==> src/hdl/jbel_pkg.sv <==
// Package for the JTAG bootloader entry link: instruction codes, buffer
// layout, shift widths and the CPU-side register bundles.
// Assumes a single 40 MHz system clock and a host-driven TCK.
package jbel_pkg;
   localparam int IR_W = 3;
   localparam logic [2:0] IR_SYSPROG = 3'h4;
   localparam logic [2:0] IR_DEBUG = 3'h2;
   localparam logic [2:0] IR_BYPASS = 3'h7;
   localparam int PB_W = 3;
   localparam int PB_ENABLE_BIT = 0;
   localparam int PB_SRC_LSB = 1;
   localparam logic [2:0] PB_RESET = 3'h0;
   localparam logic [1:0] SRC_JTAG = 2'h0;
   localparam logic [1:0] SRC_UART = 2'h1;
   localparam int DW_W = 10;
   localparam int DW_DATA_LSB = 2;
   localparam logic [1:0] ST_BUSY = 2'h2;
   localparam logic [1:0] ST_VALID = 2'h3;
   localparam int FIFO_W = 8;
   localparam int FIFO_D = 8;

   typedef enum logic [1:0] {
      JBEL_BOOT_APP,
      JBEL_BOOT_UART,
      JBEL_BOOT_JTAG
   } jbel_boot_t;

   typedef struct packed {
      logic [2:0] prog_buffer;
      logic transmit_complete;
   } jbel_flags_t;

   typedef struct packed {
      logic flag_we;
      logic [2:0] flag_wdata;
      logic hold_we;
      logic [7:0] hold_wdata;
   } jbel_cpu_wr_t;
endpackage

==> src/hdl/jbel_fifo.sv <==
// Small synchronous FIFO in flip-flops with valid/ready on both sides.
// Assumes the same clock and synchronous reset as the link logic.
`timescale 1ns/1ps
module jbel_fifo #(
   parameter int WIDTH = 8,
   parameter int DEPTH = 8
) (
   // Clock and reset
   input wire logic clock,
   input wire logic reset,
   // Fill side
   input wire logic in_valid,
   output logic in_ready,
   input wire logic [WIDTH-1:0] in_data,
   // Drain side
   output logic out_valid,
   input wire logic out_ready,
   output logic [WIDTH-1:0] out_data
);
   localparam int AW = $clog2(DEPTH);
   logic [WIDTH-1:0] mem_q [DEPTH];
   logic [AW-1:0] wr_q, rd_q;
   logic [AW:0] cnt_q;
   wire push = in_valid && in_ready;
   wire pop = out_valid && out_ready;
   assign in_ready = (cnt_q != (AW+1)'(DEPTH));
   assign out_valid = (cnt_q != '0);
   assign out_data = mem_q[rd_q];

   always_ff @(posedge clock) begin
      if (reset) begin
         wr_q <= '0;
         rd_q <= '0;
         cnt_q <= '0;
      end else begin
         if (push) begin
            wr_q <= (wr_q == AW'(DEPTH-1)) ? '0 : wr_q + 1'b1;
         end
         if (pop) begin
            rd_q <= (rd_q == AW'(DEPTH-1)) ? '0 : rd_q + 1'b1;
         end
         cnt_q <= cnt_q + (AW+1)'(push) - (AW+1)'(pop);
      end
   end

   always_ff @(posedge clock) begin
      if (push) begin
         mem_q[wr_q] <= in_data;
      end
   end
endmodule

==> src/hdl/jbel_link.sv <==
// TAP-side bootloader entry: IR, system-programming buffer, debug shift path.
// Assumes TCK/TMS/TDI/reset_n arrive asynchronously and are oversampled
// by the 40 MHz clock; TCK must stay well below clock/4.
`timescale 1ns/1ps
// Summary of operation
// - Core held while reset low; TAP runs.
// - IR code 100b selects system programming.
// - Update-IR selects 3-bit data path.
// - Instruction held until new IR or TLR.
// - 3-bit path loads programming buffer.
// - Bit 0 is programming enable flag.
// - Bits 2:1 select source: 00 JTAG, 01 UART.
// - Boot target from enable, source, lock.
// - Buffer mirrored in CPU read/write flag register.
// - Buffer cleared by power-on or TLR.
// - JTAG loader mode disables debug machines.
// - Debug instruction opens 10-bit shift path in JTAG loader mode only.
// - Update-DR falling TCK swaps data and holding.
// - Update-DR clears transmit complete.
// - Firmware sets transmit complete and holding data.
// - Status 10 busy, 11 valid.
// - UART loader frames 8N1.
// - Lock set at power-on, cleared by match.
module jbel_link
   import jbel_pkg::*;
(
   // System
   input wire logic clock,
   input wire logic reset,
   // Pins
   input wire logic reset_n_pin,
   input wire logic tck,
   input wire logic tms,
   input wire logic tdi,
   output logic tdo,
   output logic tdo_oe,
   // Core control
   output logic core_hold,
   output jbel_boot_t boot_target,
   output logic debug_machines_off,
   // CPU flag and data access
   input wire jbel_cpu_wr_t cpu_wr,
   output jbel_flags_t debug_flag_reg,
   input wire logic password_match,
   input wire logic password_lock_set,
   output logic password_lock,
   // Received bytes toward the ROM loader
   output logic rx_valid,
   input wire logic rx_ready,
   output logic [7:0] rx_data,
   output logic rx_full
);
   typedef enum logic [3:0] {
      S_TLR, S_RTI, S_SEL_DR, S_CAP_DR, S_SH_DR, S_EX1_DR, S_PA_DR,
      S_EX2_DR, S_UPD_DR, S_SEL_IR, S_CAP_IR, S_SH_IR, S_EX1_IR,
      S_PA_IR, S_EX2_IR, S_UPD_IR
   } jbel_tap_t;

   function automatic jbel_tap_t tap_next(input jbel_tap_t s,
                                          input logic m);
      case (s)
         S_TLR: tap_next = m ? S_TLR : S_RTI;
         S_RTI: tap_next = m ? S_SEL_DR : S_RTI;
         S_SEL_DR: tap_next = m ? S_SEL_IR : S_CAP_DR;
         S_CAP_DR: tap_next = m ? S_EX1_DR : S_SH_DR;
         S_SH_DR: tap_next = m ? S_EX1_DR : S_SH_DR;
         S_EX1_DR: tap_next = m ? S_UPD_DR : S_PA_DR;
         S_PA_DR: tap_next = m ? S_EX2_DR : S_PA_DR;
         S_EX2_DR: tap_next = m ? S_UPD_DR : S_SH_DR;
         S_UPD_DR: tap_next = m ? S_SEL_DR : S_RTI;
         S_SEL_IR: tap_next = m ? S_TLR : S_CAP_IR;
         S_CAP_IR: tap_next = m ? S_EX1_IR : S_SH_IR;
         S_SH_IR: tap_next = m ? S_EX1_IR : S_SH_IR;
         S_EX1_IR: tap_next = m ? S_UPD_IR : S_PA_IR;
         S_PA_IR: tap_next = m ? S_EX2_IR : S_PA_IR;
         S_EX2_IR: tap_next = m ? S_UPD_IR : S_SH_IR;
         S_UPD_IR: tap_next = m ? S_SEL_DR : S_RTI;
         default: tap_next = S_TLR;
      endcase
   endfunction

   // Two-flop synchronisers; only stage two is read
   logic [3:0] sy1_q, sy2_q;
   logic tck_d1_q;
   always_ff @(posedge clock) begin
      if (reset) begin
         sy1_q <= 4'h0;
         sy2_q <= 4'h0;
         tck_d1_q <= 1'b0;
      end else begin
         sy1_q <= {reset_n_pin, tck, tms, tdi};
         sy2_q <= sy1_q;
         tck_d1_q <= sy2_q[2];
      end
   end
   wire rst_n_s = sy2_q[3];
   wire tck_s = sy2_q[2];
   wire tms_s = sy2_q[1];
   wire tdi_s = sy2_q[0];
   wire tck_rise = tck_s && !tck_d1_q;
   wire tck_fall = !tck_s && tck_d1_q;

   jbel_tap_t tap_q;
   logic [2:0] ir_sh_q, ir_q;
   logic [2:0] pb_sh_q, pb_q;
   logic [9:0] dw_sh_q;
   logic [7:0] hold_q;
   logic txc_q, lock_q, tdo_q, tdo_oe_q, push_q;
   logic [7:0] push_data_q;
   logic fifo_ready;

   wire in_sysprog = (ir_q == IR_SYSPROG);
   wire in_debug = (ir_q == IR_DEBUG);
   wire jtag_loader = pb_q[PB_ENABLE_BIT] &&
      (pb_q[PB_SRC_LSB +: 2] == SRC_JTAG);
   wire [1:0] status_bits = txc_q ? ST_VALID : ST_BUSY;
   wire at_upd_dr = (tap_q == S_UPD_DR) && tck_fall;
   wire dbg_active = in_debug && jtag_loader;

   // TAP controller and IR shift advanced on rising TCK; IR loaded on falling TCK
   always_ff @(posedge clock) begin
      if (reset) begin
         tap_q <= S_TLR;
         ir_sh_q <= 3'h0;
         ir_q <= IR_BYPASS;
      end else if (tck_rise) begin
         tap_q <= tap_next(tap_q, tms_s);
         if (tap_q == S_CAP_IR) begin
            ir_sh_q <= 3'h1;
         end else if (tap_q == S_SH_IR) begin
            ir_sh_q <= {tdi_s, ir_sh_q[2:1]};
         end
      end else if (tck_fall) begin
         if (tap_q == S_TLR) begin
            ir_q <= IR_BYPASS;
         end else if (tap_q == S_UPD_IR) begin
            ir_q <= ir_sh_q;
         end
      end
   end

   // Data shift paths: 3-bit buffer path and 10-bit debug word
   always_ff @(posedge clock) begin
      if (reset) begin
         pb_sh_q <= 3'h0;
         dw_sh_q <= 10'h000;
      end else if (tck_rise) begin
         if (tap_q == S_CAP_DR && in_sysprog) begin
            pb_sh_q <= pb_q;
         end else if (tap_q == S_SH_DR && in_sysprog) begin
            pb_sh_q <= {tdi_s, pb_sh_q[2:1]};
         end else if (tap_q == S_CAP_DR && dbg_active) begin
            dw_sh_q[1:0] <= status_bits;
         end else if (tap_q == S_SH_DR && dbg_active) begin
            dw_sh_q <= {tdi_s, dw_sh_q[9:1]};
         end
      end else if (at_upd_dr && dbg_active) begin
         dw_sh_q <= {hold_q, status_bits};
      end
   end

   // Programming buffer, CPU mirror, transmit complete, holding register
   always_ff @(posedge clock) begin
      if (reset || (tap_q == S_TLR)) begin
         pb_q <= PB_RESET;
      end else if (at_upd_dr && in_sysprog) begin
         pb_q <= pb_sh_q;
      end else if (cpu_wr.flag_we) begin
         pb_q <= cpu_wr.flag_wdata;
      end
   end

   // Firmware set wins over the hardware clear so no output byte is lost
   always_ff @(posedge clock) begin
      if (reset) begin
         txc_q <= 1'b0;
         hold_q <= 8'h00;
      end else begin
         if (cpu_wr.hold_we) begin
            hold_q <= cpu_wr.hold_wdata;
            txc_q <= 1'b1;
         end else if (at_upd_dr && dbg_active) begin
            txc_q <= 1'b0;
         end
      end
   end

   // Received byte into the FIFO at the same transfer point
   always_ff @(posedge clock) begin
      if (reset) begin
         push_q <= 1'b0;
         push_data_q <= 8'h00;
      end else begin
         push_q <= at_upd_dr && dbg_active && fifo_ready;
         push_data_q <= dw_sh_q[DW_DATA_LSB +: 8];
      end
   end

   // Password lock: set by power-on, cleared by match; set has priority
   always_ff @(posedge clock) begin
      if (reset) begin
         lock_q <= 1'b1;
      end else if (password_lock_set) begin
         lock_q <= 1'b1;
      end else if (password_match) begin
         lock_q <= 1'b0;
      end
   end

   // TDO changes on falling TCK
   always_ff @(posedge clock) begin
      if (reset) begin
         tdo_q <= 1'b0;
         tdo_oe_q <= 1'b0;
      end else if (tck_fall) begin
         tdo_oe_q <= (tap_q == S_SH_DR) || (tap_q == S_SH_IR);
         if (tap_q == S_SH_IR) begin
            tdo_q <= ir_sh_q[0];
         end else if (in_sysprog) begin
            tdo_q <= pb_sh_q[0];
         end else if (dbg_active) begin
            tdo_q <= dw_sh_q[0];
         end else begin
            tdo_q <= tdi_s;
         end
      end
   end

   // Bytes handed on are 8 bits, the loader's serial frame width
   jbel_fifo #(.WIDTH(FIFO_W), .DEPTH(FIFO_D)) u_fifo (
      .clock(clock),
      .reset(reset),
      .in_valid(push_q),
      .in_ready(fifo_ready),
      .in_data(push_data_q),
      .out_valid(rx_valid),
      .out_ready(rx_ready),
      .out_data(rx_data)
   );

   assign tdo = tdo_q;
   assign tdo_oe = tdo_oe_q;
   assign core_hold = !rst_n_s;
   assign debug_machines_off = jtag_loader;
   assign boot_target = pb_q[PB_ENABLE_BIT] ?
      ((pb_q[PB_SRC_LSB +: 2] == SRC_UART) ? JBEL_BOOT_UART :
      JBEL_BOOT_JTAG) :
      (lock_q ? JBEL_BOOT_APP : JBEL_BOOT_UART);
   assign debug_flag_reg = '{prog_buffer: pb_q, transmit_complete: txc_q};
   assign password_lock = lock_q;
   assign rx_full = !fifo_ready;

   // Assertions
   property p_tlr_clear;
      @(posedge clock) disable iff (reset)
      (tap_q == S_TLR) |=> (pb_q == PB_RESET);
   endproperty
   a_tlr_clear: assert property (p_tlr_clear)
      else $error("buffer not cleared in TLR");

   property p_txc_clear;
      @(posedge clock) disable iff (reset)
      (at_upd_dr && dbg_active && !cpu_wr.hold_we) |=> !txc_q;
   endproperty
   a_txc_clear: assert property (p_txc_clear)
      else $error("transmit complete not cleared");

   property p_txc_set;
      @(posedge clock) disable iff (reset)
      cpu_wr.hold_we |=> txc_q && (hold_q == $past(cpu_wr.hold_wdata));
   endproperty
   a_txc_set: assert property (p_txc_set)
      else $error("firmware write not taken");

   property p_swap;
      @(posedge clock) disable iff (reset)
      (at_upd_dr && dbg_active) |=> (dw_sh_q[9:2] == $past(hold_q));
   endproperty
   a_swap: assert property (p_swap)
      else $error("holding byte not loaded");

   property p_status;
      @(posedge clock) disable iff (reset)
      (tck_rise && tap_q == S_CAP_DR && dbg_active) |=>
         dw_sh_q[1] && (dw_sh_q[0] == $past(txc_q));
   endproperty
   a_status: assert property (p_status)
      else $error("bad status bits");

   property p_dbg_off;
      @(posedge clock) disable iff (reset)
      (pb_q == 3'h1) |-> debug_machines_off;
   endproperty
   a_dbg_off: assert property (p_dbg_off)
      else $error("debug machines not disabled");

   property p_boot;
      @(posedge clock) disable iff (reset)
      !pb_q[0] |-> (boot_target == (lock_q ? JBEL_BOOT_APP : JBEL_BOOT_UART));
   endproperty
   a_boot: assert property (p_boot)
      else $error("wrong boot target");

   property p_ir_load;
      @(posedge clock) disable iff (reset)
      (tck_fall && tap_q == S_UPD_IR) |=> (ir_q == $past(ir_sh_q));
   endproperty
   a_ir_load: assert property (p_ir_load)
      else $error("IR not updated");

   property p_lock;
      @(posedge clock) disable iff (reset)
      (password_match && !password_lock_set) |=> !password_lock;
   endproperty
   a_lock: assert property (p_lock)
      else $error("lock not cleared");

   property p_oe_shift;
      @(posedge clock) disable iff (reset)
      (tck_fall && tap_q == S_SH_DR) |=> tdo_oe;
   endproperty
   a_oe_shift: assert property (p_oe_shift)
      else $error("TDO not driven in shift");

   property p_pb_load;
      @(posedge clock) disable iff (reset)
      (at_upd_dr && in_sysprog) |=> (pb_q == $past(pb_sh_q));
   endproperty
   a_pb_load: assert property (p_pb_load)
      else $error("buffer not loaded at update");

   property p_push;
      @(posedge clock) disable iff (reset)
      (at_upd_dr && dbg_active && fifo_ready) |=>
         push_q && (push_data_q == $past(dw_sh_q[DW_DATA_LSB +: 8]));
   endproperty
   a_push: assert property (p_push)
      else $error("received byte not pushed");

   c_sysprog: cover property (@(posedge clock) disable iff (reset)
      at_upd_dr && in_sysprog);
   c_loader: cover property (@(posedge clock) disable iff (reset)
      at_upd_dr && dbg_active && txc_q);
   c_full: cover property (@(posedge clock) disable iff (reset) rx_full);
endmodule

==> config.mk <==
export PLATFORM = sky130hd
export DESIGN_NAME = jbel_link
export DESIGN_NICKNAME = d
export VERILOG_FILES = /design/src/hdl/jbel_pkg.sv /design/src/hdl/jbel_fifo.sv /design/src/hdl/jbel_link.sv
export SDC_FILE = /design/constraint.sdc
export NUM_CORES = 1
export LEC_CHECK = 0
export BUFFER_PORTS_ARGS = -buffer_cell sky130_fd_sc_hd__buf_2
export CORE_AREA = 2 2 122 124
export DETAILED_ROUTE_END_ITERATION = 16
export DIE_AREA = 0 0 124 126
export SETUP_SLACK_MARGIN = 0.15
export SLEW_MARGIN = 20
export SYNTH_ARGS = -nofsm -noshare
export SYNTH_HDL_FRONTEND = slang
export SYNTH_SLANG_ARGS = --single-unit
==> constraint.sdc <==
create_clock -name clock -period 2.8 [get_ports clock]
set_input_delay 0.7 -clock clock [delete_from_list [all_inputs] [get_ports clock]]
set_output_delay 0.7 -clock clock [all_outputs]
set_load 0.02 [all_outputs]
==> impl_metrics.env, run 1 <==
export IMPL_outcome="complete, no violations"
export IMPL_fin_nets=530
export IMPL_synth_enable_flop_cells=64
export IMPL_setup_viol=0
export IMPL_grt_pass1_wl_um=17600
export IMPL_p_clk_frac=0.401
export IMPL_row_count=44
export IMPL_syn2layout_area_growth_pct=18.1
export IMPL_path_cells="clkbuf_16 -> mux4_2 -> mux2_2 -> buf_2"
export IMPL_dp_cells=661
export IMPL_netlist_top_cells_area="edfxtp_1 34%, dfxtp_1 25%, mux4_2 6.5%"
export IMPL_cts_tree="built"
export IMPL_ctsHoldBuffers=0
export IMPL_io_buffers=42
export IMPL_combPwrFrac=0.157
export IMPL_ys_types=57
export IMPL_hold_slack_ns=0.433
export IMPL_slew_violations=0
export IMPL_critPathArrivalTime_ns=1.89
export IMPL_drt_wl_total_um=10900
export IMPL_drt_pass1_iterations=6
export IMPL_min_period_ns=2.59
export IMPL_viasPerCell=5.13
export IMPL_clock_sinks=133
export IMPL_slowest_delay_ns=0.48
export IMPL_cp_max_fo=8
export IMPL_period_share=0.926
export IMPL_ys_warn_count=0
export IMPL_p_int_mw=3.60
export IMPL_num_vias=3562
export IMPL_p_sw_frac=0.256
export IMPL_ys_flop_type="dfxtp_1"
export IMPL_slew_headroom=0.550
export IMPL_stdcell_count=694
export IMPL_dieArea_um2=15600
export IMPL_cts_buffer_depth=2
export IMPL_grt_overflow_total=0
export IMPL_rsz0062_at_grt="false"
export IMPL_wire_per_inst_um=15.8
export IMPL_end_kind="output pin"
export IMPL_globalplace_congestion=0.772
export IMPL_postCtsSetupBuffers=0
export IMPL_critPathKind="reg2out"
export IMPL_synth_nets=478
export IMPL_grt_total_usage=0.148
export IMPL_synth_area_per_cell_um2=12.6
export IMPL_path_clk_slew_ns=0.05
export IMPL_n_antenna_cell=0
export IMPL_grt_max_degree=30
export IMPL_hold_viol=0
export IMPL_worstMarginPinSlew_ns=0.669
export IMPL_dpl_hpwl_um=7180
export IMPL_synth_top_cell_by_area="edfxtp_1"
export IMPL_path_delay_family="multiplexers"
export IMPL_pin_count=43
export IMPL_hold_start="sy1_q[1]$_SDFF_PP0_"
export IMPL_finClkSkew_ns=0.00601
export IMPL_first_global_vias=3526
export IMPL_coreArea_um2=14300
export IMPL_drive_gt1_frac=0.257
export IMPL_p_leak_nw=2.36
export IMPL_max_freq_ghz=0.386
export IMPL_htreeDepth=4
export IMPL_power_frac_seq=0.442
export IMPL_yosysMostFrequentCell="dfxtp_1"
export IMPL_clk_latency_ns=0.41
export IMPL_synth_cells=445
export IMPL_syn_area_um2=5590
export IMPL_power_switching_mw=1.24
export IMPL_die_h_um=126
export IMPL_synth_top_area_share=0.344
export IMPL_r2r_start="u_fifo.cnt_q[2]$_SDFF_PP0_"
export IMPL_fin_setup_tns_ns=0
export IMPL_p_per_area_nw_per_um2=733
export IMPL_crit_required_ns=2.10
export IMPL_peakVddDrop_uv=483
export IMPL_start_util=0.390
export IMPL_ant_nets=0
export IMPL_start_kind="flip-flop"
export IMPL_cts_resized=0
export IMPL_yosys_register_bits=133
export IMPL_min_path_type="reg2reg"
export IMPL_async_flop_share=0
export IMPL_yosysSeqAreaShare=0.591
export IMPL_critPathBufInv=2
export IMPL_cap_violations=0
export IMPL_antenna_found_initial=0
export IMPL_clockRootBuffer="clkbuf_16"
export IMPL_cp_slowest_cell="mux4_2"
export IMPL_synth_common_cells="69 x dfxtp_1, 64 x edfxtp_1, 34 x nor2_1"
export IMPL_dieWidth_um=124
export IMPL_cts_buffers=17
export IMPL_drc=0
export IMPL_dr_first_iter_drc_count=253
metal layers:
layer  GRT usage  vias to the layer above  routed length, um
met2       0.239                       76               5490
met5           0                        -                  0
met3      0.0439                       15                444
li1            -                     1752                  -
met1       0.186                     1719               4810
met4      0.0615                        0                197
area by class of cell:
| type | count | area [um^2] |
|---|---|---|
| clock buffer | 19 | 433 |
| clock inverter | 13 | 85.1 |
| fill | 1277 | 7720 |
| inverter | 17 | 63.8 |
| multi-input combinational | 266 | 2090 |
| sequential | 133 | 3310 |
| tap | 184 | 230 |
| timing repair buffer | 62 | 390 |
flip-flops by register name, indices dropped and copies added (netlist names), named ones only:
| signal | count |
|---|---|
| dw_sh_q | 10 |
| hold_q | 8 |
| ir_q | 3 |
| ir_sh_q | 3 |
| password_lock | 1 |
| pb_q | 3 |
| pb_sh_q | 3 |
| push_data_q | 8 |
| push_q | 1 |
| sy1_q | 4 |
| sy2_q | 4 |
| tap_q | 4 |
| tck_d1_q | 1 |
| tdo | 1 |
| tdo_oe | 1 |
| txc_q | 1 |
| u_fifo.cnt_q | 4 |
| u_fifo.mem_q | 64 |
| u_fifo.rd_q | 3 |
| u_fifo.wr_q | 3 |
power groups by stage:
stage / sequential, mW / combinational, mW / clock, mW
2_1_floorplan: 2.15 / 0.549 / 0
5_1_grt: 2.14 / 0.854 / 2.06
3_3_place_gp: 2.16 / 0.717 / 0
3_5_place_dp: 2.17 / 0.739 / 0
6_report: 2.14 / 0.758 / 1.94
4_1_cts: 2.13 / 0.740 / 1.97
cell families (layout without fill, tap and decap cells):
kind of cell | after synthesis | in the layout | share of synthesized area
compound gates | 78 | 78 | 0.0957
simple gates | 129 | 129 | 0.128
xor+xnor | 2 | 2 | 0.00314
fa+ha+maj | 11 | 11 | 0.0260
flops | 133 | 133 | 0.591
buf+inv | 46 | 111 | 0.0356
mux | 46 | 46 | 0.120
stage by stage:
stage | setup slack (ns) | utilization | area, um^2 | power, mW
floorplan | 0.325 | - | 5590 | 2.70
global placement | 0.339 | 0.422 | 6050 | 2.88
detailed placement | 0.259 | 0.422 | 6050 | 2.91
CTS | 0.157 | 0.459 | 6560 | 4.84
global route | 0.158 | 0.461 | 6600 | 5.06
finish | 0.207 | 0.461 | 6600 | 4.83
final timing paths:
| kind | to | slack [ns] | depth (start not counted) |
|---|---|---|---|
| max | rx_data[7] | 0.21 | 4 |
| min reg2reg | sy2_q[1]$_SDFF_PP0_ | 0.43 | 1 |
| min | sy2_q[1]$_SDFF_PP0_ | 0.43 | 1 |
| max reg2reg | u_fifo.cnt_q[2]$_SDFF_PP0_ | 0.37 | 12 |
layout by cell type, fill, tap and decap left out, drive strengths merged, types with 2 or more instances in the layout:
master,n
a2111oi,5
a211o,2
a211oi,6
a21o,6
a21oi,30
a311oi,10
and3,2
and4bb,2
buf,61
clkbuf,20
clkinv,5
clkinvlp,6
dfxtp,69
edfxtp,64
ha,10
inv,19
mux2,9
mux2i,21
mux4,16
nand2,22
nand2b,4
nand3,6
nand3b,2
nor2,34
nor2b,25
nor3,7
nor3b,4
nor4,3
nor4bb,2
o211ai,2
o21ai,9
or2,3
or3,3
or3b,4
Note: power is estimated with default switching activity, not from simulation.
==> inputs of run 2 (changes only) <==
CORE_AREA = 2 2 104 106   (was 2 2 122 124)
DIE_AREA = 0 0 106 108   (was 0 0 124 126)
PLACE_DENSITY = 0.73   (was not set)
==> impl_metrics.env, run 2 (synthesized netlist as in run 1, its figures left out) <==
export IMPL_outcome="complete, no violations"
export IMPL_slowest_delay_ns=0.51
export IMPL_cts_tree="built"
export IMPL_dp_cells=611
export IMPL_start_kind="flip-flop"
export IMPL_grt_pass1_wl_um=17300
export IMPL_grt_max_degree=34
export IMPL_p_per_area_nw_per_um2=764
export IMPL_dpl_instance_area_um2=5960
export IMPL_period_share=0.963
export IMPL_pre_cts_ws_ns=0.211
export IMPL_critPathBufInv=2
export IMPL_htreeDepth=4
export IMPL_wire_per_inst_um=16.4
export IMPL_ctsHoldBuffers=0
export IMPL_worstMarginPinSlew_ns=0.620
export IMPL_grt_total_usage=0.200
export IMPL_dr_first_iter_drc_count=193
export IMPL_critPathKind="reg2out"
export IMPL_fin_ws_ns=0.103
export IMPL_p_leak_nw=2.45
export IMPL_r2r_start="u_fifo.cnt_q[2]$_SDFF_PP0_"
export IMPL_crit_required_ns=2.10
export IMPL_drive_gt1_frac=0.260
export IMPL_drc=0
export IMPL_num_vias=3590
export IMPL_io_buffers=42
export IMPL_dieWidth_um=106
export IMPL_stdcell_count=644
export IMPL_drt_pass1_iterations=4
export IMPL_rsz0062_at_grt="true"
export IMPL_syn2layout_area_growth_pct=19.3
export IMPL_p_int_mw=3.80
export IMPL_largest_reg_flops=64
export IMPL_max_freq_ghz=0.371
export IMPL_coreArea_um2=10200
export IMPL_path_cells="buf_12 -> mux4_2 -> mux2_4 -> buf_6"
export IMPL_row_count=37
export IMPL_viasPerCell=5.57
export IMPL_cp_slowest_cell="mux4_2"
export IMPL_reg2reg_depth=12
export IMPL_hold_viol=0
export IMPL_finClkSkew_ns=0.0171
export IMPL_top_regs="u_fifo.mem_q (64), dw_sh_q (10)"
export IMPL_clk_latency_ns=0.54
export IMPL_ant_nets=0
export IMPL_slew_violations=0
export IMPL_critPathArrivalTime_ns=2.00
export IMPL_globalplace_congestion=0.770
export IMPL_cts_buffers=17
export IMPL_regMostFlops="u_fifo.mem_q"
export IMPL_fin_nets=528
export IMPL_dieArea_um2=11400
export IMPL_min_period_ns=2.70
export IMPL_die_h_um=108
export IMPL_grt_overflow_total=0
export IMPL_power_frac_seq=0.421
export IMPL_cap_violations=0
export IMPL_endpoint="rx_data[1]"
export IMPL_r2r_end="u_fifo.cnt_q[2]$_SDFF_PP0_"
export IMPL_p_clk_frac=0.419
export IMPL_power_switching_mw=1.29
export IMPL_antenna_found_initial=0
export IMPL_reg2reg_slack_ns=0.24
export IMPL_p_sw_frac=0.253
export IMPL_final_area_um2=6660
export IMPL_min_path_type="in2reg"
export IMPL_end_kind="output pin"
export IMPL_fin_setup_tns_ns=0
export IMPL_final_util=0.651
export IMPL_combPwrFrac=0.160
export IMPL_cts_buffer_depth=2
export IMPL_final_common_cell="dfxtp_1"
export IMPL_fillers=726
export IMPL_path_clk_slew_ns=0.06
export IMPL_pin_count=43
export IMPL_clockRootBuffer="clkbuf_8"
export IMPL_hold_slack_ns=0.366
export IMPL_start_util=0.546
export IMPL_n_antenna_cell=0
export IMPL_cp_depth=4
export IMPL_clock_sinks=133
export IMPL_setup_viol=0
export IMPL_cp_max_fo=8
export IMPL_power_total_mw=5.09
export IMPL_first_global_vias=3467
export IMPL_path_delay_family="multiplexers"
export IMPL_peakVddDrop_uv=438
export IMPL_drt_wl_total_um=10500
export IMPL_dpl_hpwl_um=6670
export IMPL_final_cell_mix="68 x dfxtp_1, 64 x edfxtp_1, 34 x nor2_1, 34 x buf_2, 30 x a21oi_1"
export IMPL_slew_headroom=0.586
run 2: cell count changes in the layout (fill, tap and decap cells not counted), sizes merged:
| cell | before | now |
|---|---|---|
| clkinvlp | 6 | 0 |
| clkbuf | 20 | 22 |
| inv | 19 | 21 |
| buf | 61 | 60 |
| clkinv | 5 | 6 |
run 2: how the worst min path moves through the flow:
stage          slack (ns)           startpoint                  end  depth (start not counted)
3_3_place_gp         0.43  sy1_q[0]$_SDFF_PP0_  sy2_q[0]$_SDFF_PP0_                          1
2_1_floorplan        0.41  sy1_q[0]$_SDFF_PP0_  sy2_q[0]$_SDFF_PP0_                          1
4_1_cts              0.35                  tck  sy1_q[2]$_SDFF_PP0_                          2
6_report             0.37                  tck  sy1_q[2]$_SDFF_PP0_                          2
5_1_grt              0.37                  tms  sy1_q[1]$_SDFF_PP0_                          2
3_5_place_dp         0.43  sy1_q[0]$_SDFF_PP0_  sy2_q[0]$_SDFF_PP0_                          1
run 2: worst register-to-register path, cell delays in order (launching register included):
cell	delay (ns)
dfxtp_1	0.29
inv_1	0.10
ha_1	0.15
or3b_2	0.49
nand2_2	0.13
inv_1	0.05
ha_1	0.28
inv_1	0.06
ha_1	0.17
inv_1	0.07
fa_1	0.42
xor2_1	0.17
nor2_1	0.05
run 2: power by group through the flow:
stage / Clock [mW] / Combinational [mW] / Sequential [mW]
after floorplan: 0 / 0.549 / 2.15
after global placement: 0 / 0.689 / 2.16
after detailed placement: 0 / 0.716 / 2.17
after CTS: 2.17 / 0.817 / 2.14
after global routing: 2.26 / 0.894 / 2.15
final: 2.14 / 0.813 / 2.14
run 2: layout make-up:
cell class / count / area [um^2] / share of cell area
inverter: 17 / 63.8 / 0.00958
sequential: 133 / 3310 / 0.496
clock buffer: 22 / 507 / 0.0761
timing repair buffer: 60 / 428 / 0.0642
clock inverter: 10 / 81.3 / 0.0122
tap: 136 / 170 / 0.0255
multi-input combinational: 266 / 2100 / 0.316
run 2: metal layers:
metal | global-route usage | part of all wire | vias to the layer above | wire length (um)
li1 | - | - | 1756 | -
met1 | 0.256 | 0.45 | 1768 | 4790
met2 | 0.324 | 0.50 | 52 | 5240
met3 | 0.0615 | 0.033 | 14 | 347
met4 | 0.0733 | 0.016 | 0 | 174
met5 | 0 | 0 | - | 0
run 2: repair_timing:
action / 4_1_cts / 5_1_grt
cloned: 1 / 0
gates resized for setup: 27 / 1
setup buffers: 0 / 0
endpoints found under the setup margin: 8 / 10
==> inputs of run 3 (changes only) <==
clock period = 2.6 ns   (was 2.8 ns; I/O delays follow)
==> impl_metrics.env, run 3 (synthesized netlist as in run 1, its figures left out) <==
export IMPL_ctsHoldBuffers=0
export IMPL_worstMarginPinSlew_ns=0.663
export IMPL_fin_setup_tns_ns=-0.172
export IMPL_drive_gt1_frac=0.269
export IMPL_slew_headroom=0.555
export IMPL_dpl_instance_area_um2=5980
export IMPL_dpl_hpwl_um=6780
export IMPL_combPwrFrac=0.167
export IMPL_num_vias=3604
export IMPL_fin_nets=530
export IMPL_p_int_mw=4.00
export IMPL_peakVddDrop_uv=457
export IMPL_largest_reg_flops=64
export IMPL_fin_ws_ns=-0.0420
export IMPL_critPathArrivalTime_ns=1.99
export IMPL_setup_viol=6
export IMPL_regMostFlops="u_fifo.mem_q"
export IMPL_max_freq_ghz=0.379
export IMPL_grt_max_degree=33
export IMPL_hold_viol=0
export IMPL_syn2layout_area_growth_pct=18.9
export IMPL_dieArea_um2=11400
export IMPL_power_switching_mw=1.36
export IMPL_critPathKind="reg2out"
export IMPL_coreArea_um2=10200
export IMPL_cts_tree="built"
export IMPL_wl_met3_um=368
export IMPL_violations="setup timing"
export IMPL_slew_violations=0
export IMPL_period_share=1.02
export IMPL_min_path_type="in2reg"
export IMPL_globalplace_congestion=0.813
export IMPL_path_clk_slew_ns=0.06
export IMPL_drc=0
export IMPL_fillers=766
export IMPL_clockRootBuffer="clkbuf_8"
export IMPL_drt_pass1_iterations=4
export IMPL_clk_latency_ns=0.52
export IMPL_viasPerCell=5.58
export IMPL_pin_count=43
export IMPL_top_regs="u_fifo.mem_q (64), dw_sh_q (10)"
export IMPL_grt_pass1_wl_um=17400
export IMPL_grt_overflow_total=0
export IMPL_wirelength_met1_um=4840
export IMPL_p_per_area_nw_per_um2=808
export IMPL_cap_violations=0
export IMPL_power_total_mw=5.36
export IMPL_io_buffers=42
export IMPL_dr_wl_met2_um=5180
export IMPL_power_frac_seq=0.430
export IMPL_ant_nets=0
export IMPL_final_common_cell="dfxtp_1"
export IMPL_final_area_um2=6640
export IMPL_cp_max_fo=8
export IMPL_antenna_found_initial=0
export IMPL_htreeDepth=4
export IMPL_finClkSkew_ns=0.00808
export IMPL_crit_required_ns=1.95
export IMPL_start_util=0.546
export IMPL_die_h_um=108
export IMPL_row_count=37
export IMPL_final_cell_mix="68 x dfxtp_1, 64 x edfxtp_1, 34 x nor2_1, 34 x buf_2, 30 x a21oi_1"
export IMPL_n_antenna_cell=0
export IMPL_p_clk_frac=0.402
export IMPL_wire_per_inst_um=16.2
export IMPL_cts_buffers=17
export IMPL_first_global_vias=3480
export IMPL_dieWidth_um=106
export IMPL_clock_sinks=133
export IMPL_drt_wl_total_um=10500
export IMPL_p_leak_nw=2.41
export IMPL_end_kind="output pin"
export IMPL_rsz0062_at_grt="true"
export IMPL_top_layer_used="met4"
export IMPL_p_sw_frac=0.254
export IMPL_cts_buffer_depth=2
export IMPL_start_kind="flip-flop"
export IMPL_grt_total_usage=0.199
export IMPL_min_period_ns=2.64
export IMPL_outcome="finished with violations"
export IMPL_dr_first_iter_drc_count=201
==> run 3: layout make-up <==
type | instances | area [um^2] | area share
clock buffers | 18 | 418 | 0.0629
clock inverters | 14 | 125 | 0.0188
inverters | 17 | 63.8 | 0.00961
multi-input cells | 266 | 2110 | 0.318
flip-flops and latches | 133 | 3310 | 0.498
well taps | 136 | 170 | 0.0256
repair buffers | 62 | 443 | 0.0667
==> run 3: worst paths after layout <==
| kind | end | slack (ns) | start | cells past startpoint |
|---|---|---|---|---|
| setup reg to reg | u_fifo.cnt_q[1]$_SDFF_PP0_ | 0.30 | u_fifo.cnt_q[2]$_SDFF_PP0_ | 11 |
| hold reg to reg | sy2_q[0]$_SDFF_PP0_ | 0.45 | sy1_q[0]$_SDFF_PP0_ | 1 |
| setup / recovery | rx_data[3] | -0.04 | flip-flop | 4 |
| hold / removal | password_lock$_SDFFE_PP1P_ | 0.31 | password_match | 2 |
==> run 3: timing repair <==
| item | CTS | global route |
|---|---|---|
| cloned | 1 | 0 |
| setup buffers | 0 | 2 |
| resized for setup | 23 | 4 |
| endpoints found under the setup margin | 9 | 11 |
| pin swaps | 0 | 2 |
==> run 3: metrics by stage <==
stage          worst slack [ns]  instances  utilization  hold WS (ns)
6_report                -0.0420        646        0.649         0.309
5_1_grt                  -0.102        646        0.649         0.324
4_1_cts                 -0.0860        644        0.647         0.283
3_5_place_dp              0.143        611        0.584         0.436
3_3_place_gp              0.243        611        0.584         0.424
2_1_floorplan             0.264        445            -         0.414
==> run 3: worst max-delay path, stage by stage, from the launching register on <==
cell     delay [ns]
dfxtp_4        0.39
buf_12         0.15
mux4_2         0.51
mux2_4         0.29
buf_6          0.13
==> run 3: power by group through the flow <==
| stage | combinational, mW | sequential [mW] | clock, mW |
|---|---|---|---|
| final | 0.897 | 2.31 | 2.16 |
| after global routing | 0.993 | 2.32 | 2.29 |
| after CTS | 0.881 | 2.31 | 2.20 |
| after detailed placement | 0.786 | 2.34 | 0 |
| after global placement | 0.761 | 2.34 | 0 |
| after floorplan | 0.603 | 2.32 | 0 |
==> run 3: metal layers <==
| layer | track usage | vias up |
|---|---|---|
| met3 | 0.0573 | 9 |
| met2 | 0.336 | 58 |
| li1 | - | 1748 |
| met5 | 0 | - |
| met1 | 0.251 | 1789 |
| met4 | 0.0611 | 0 |
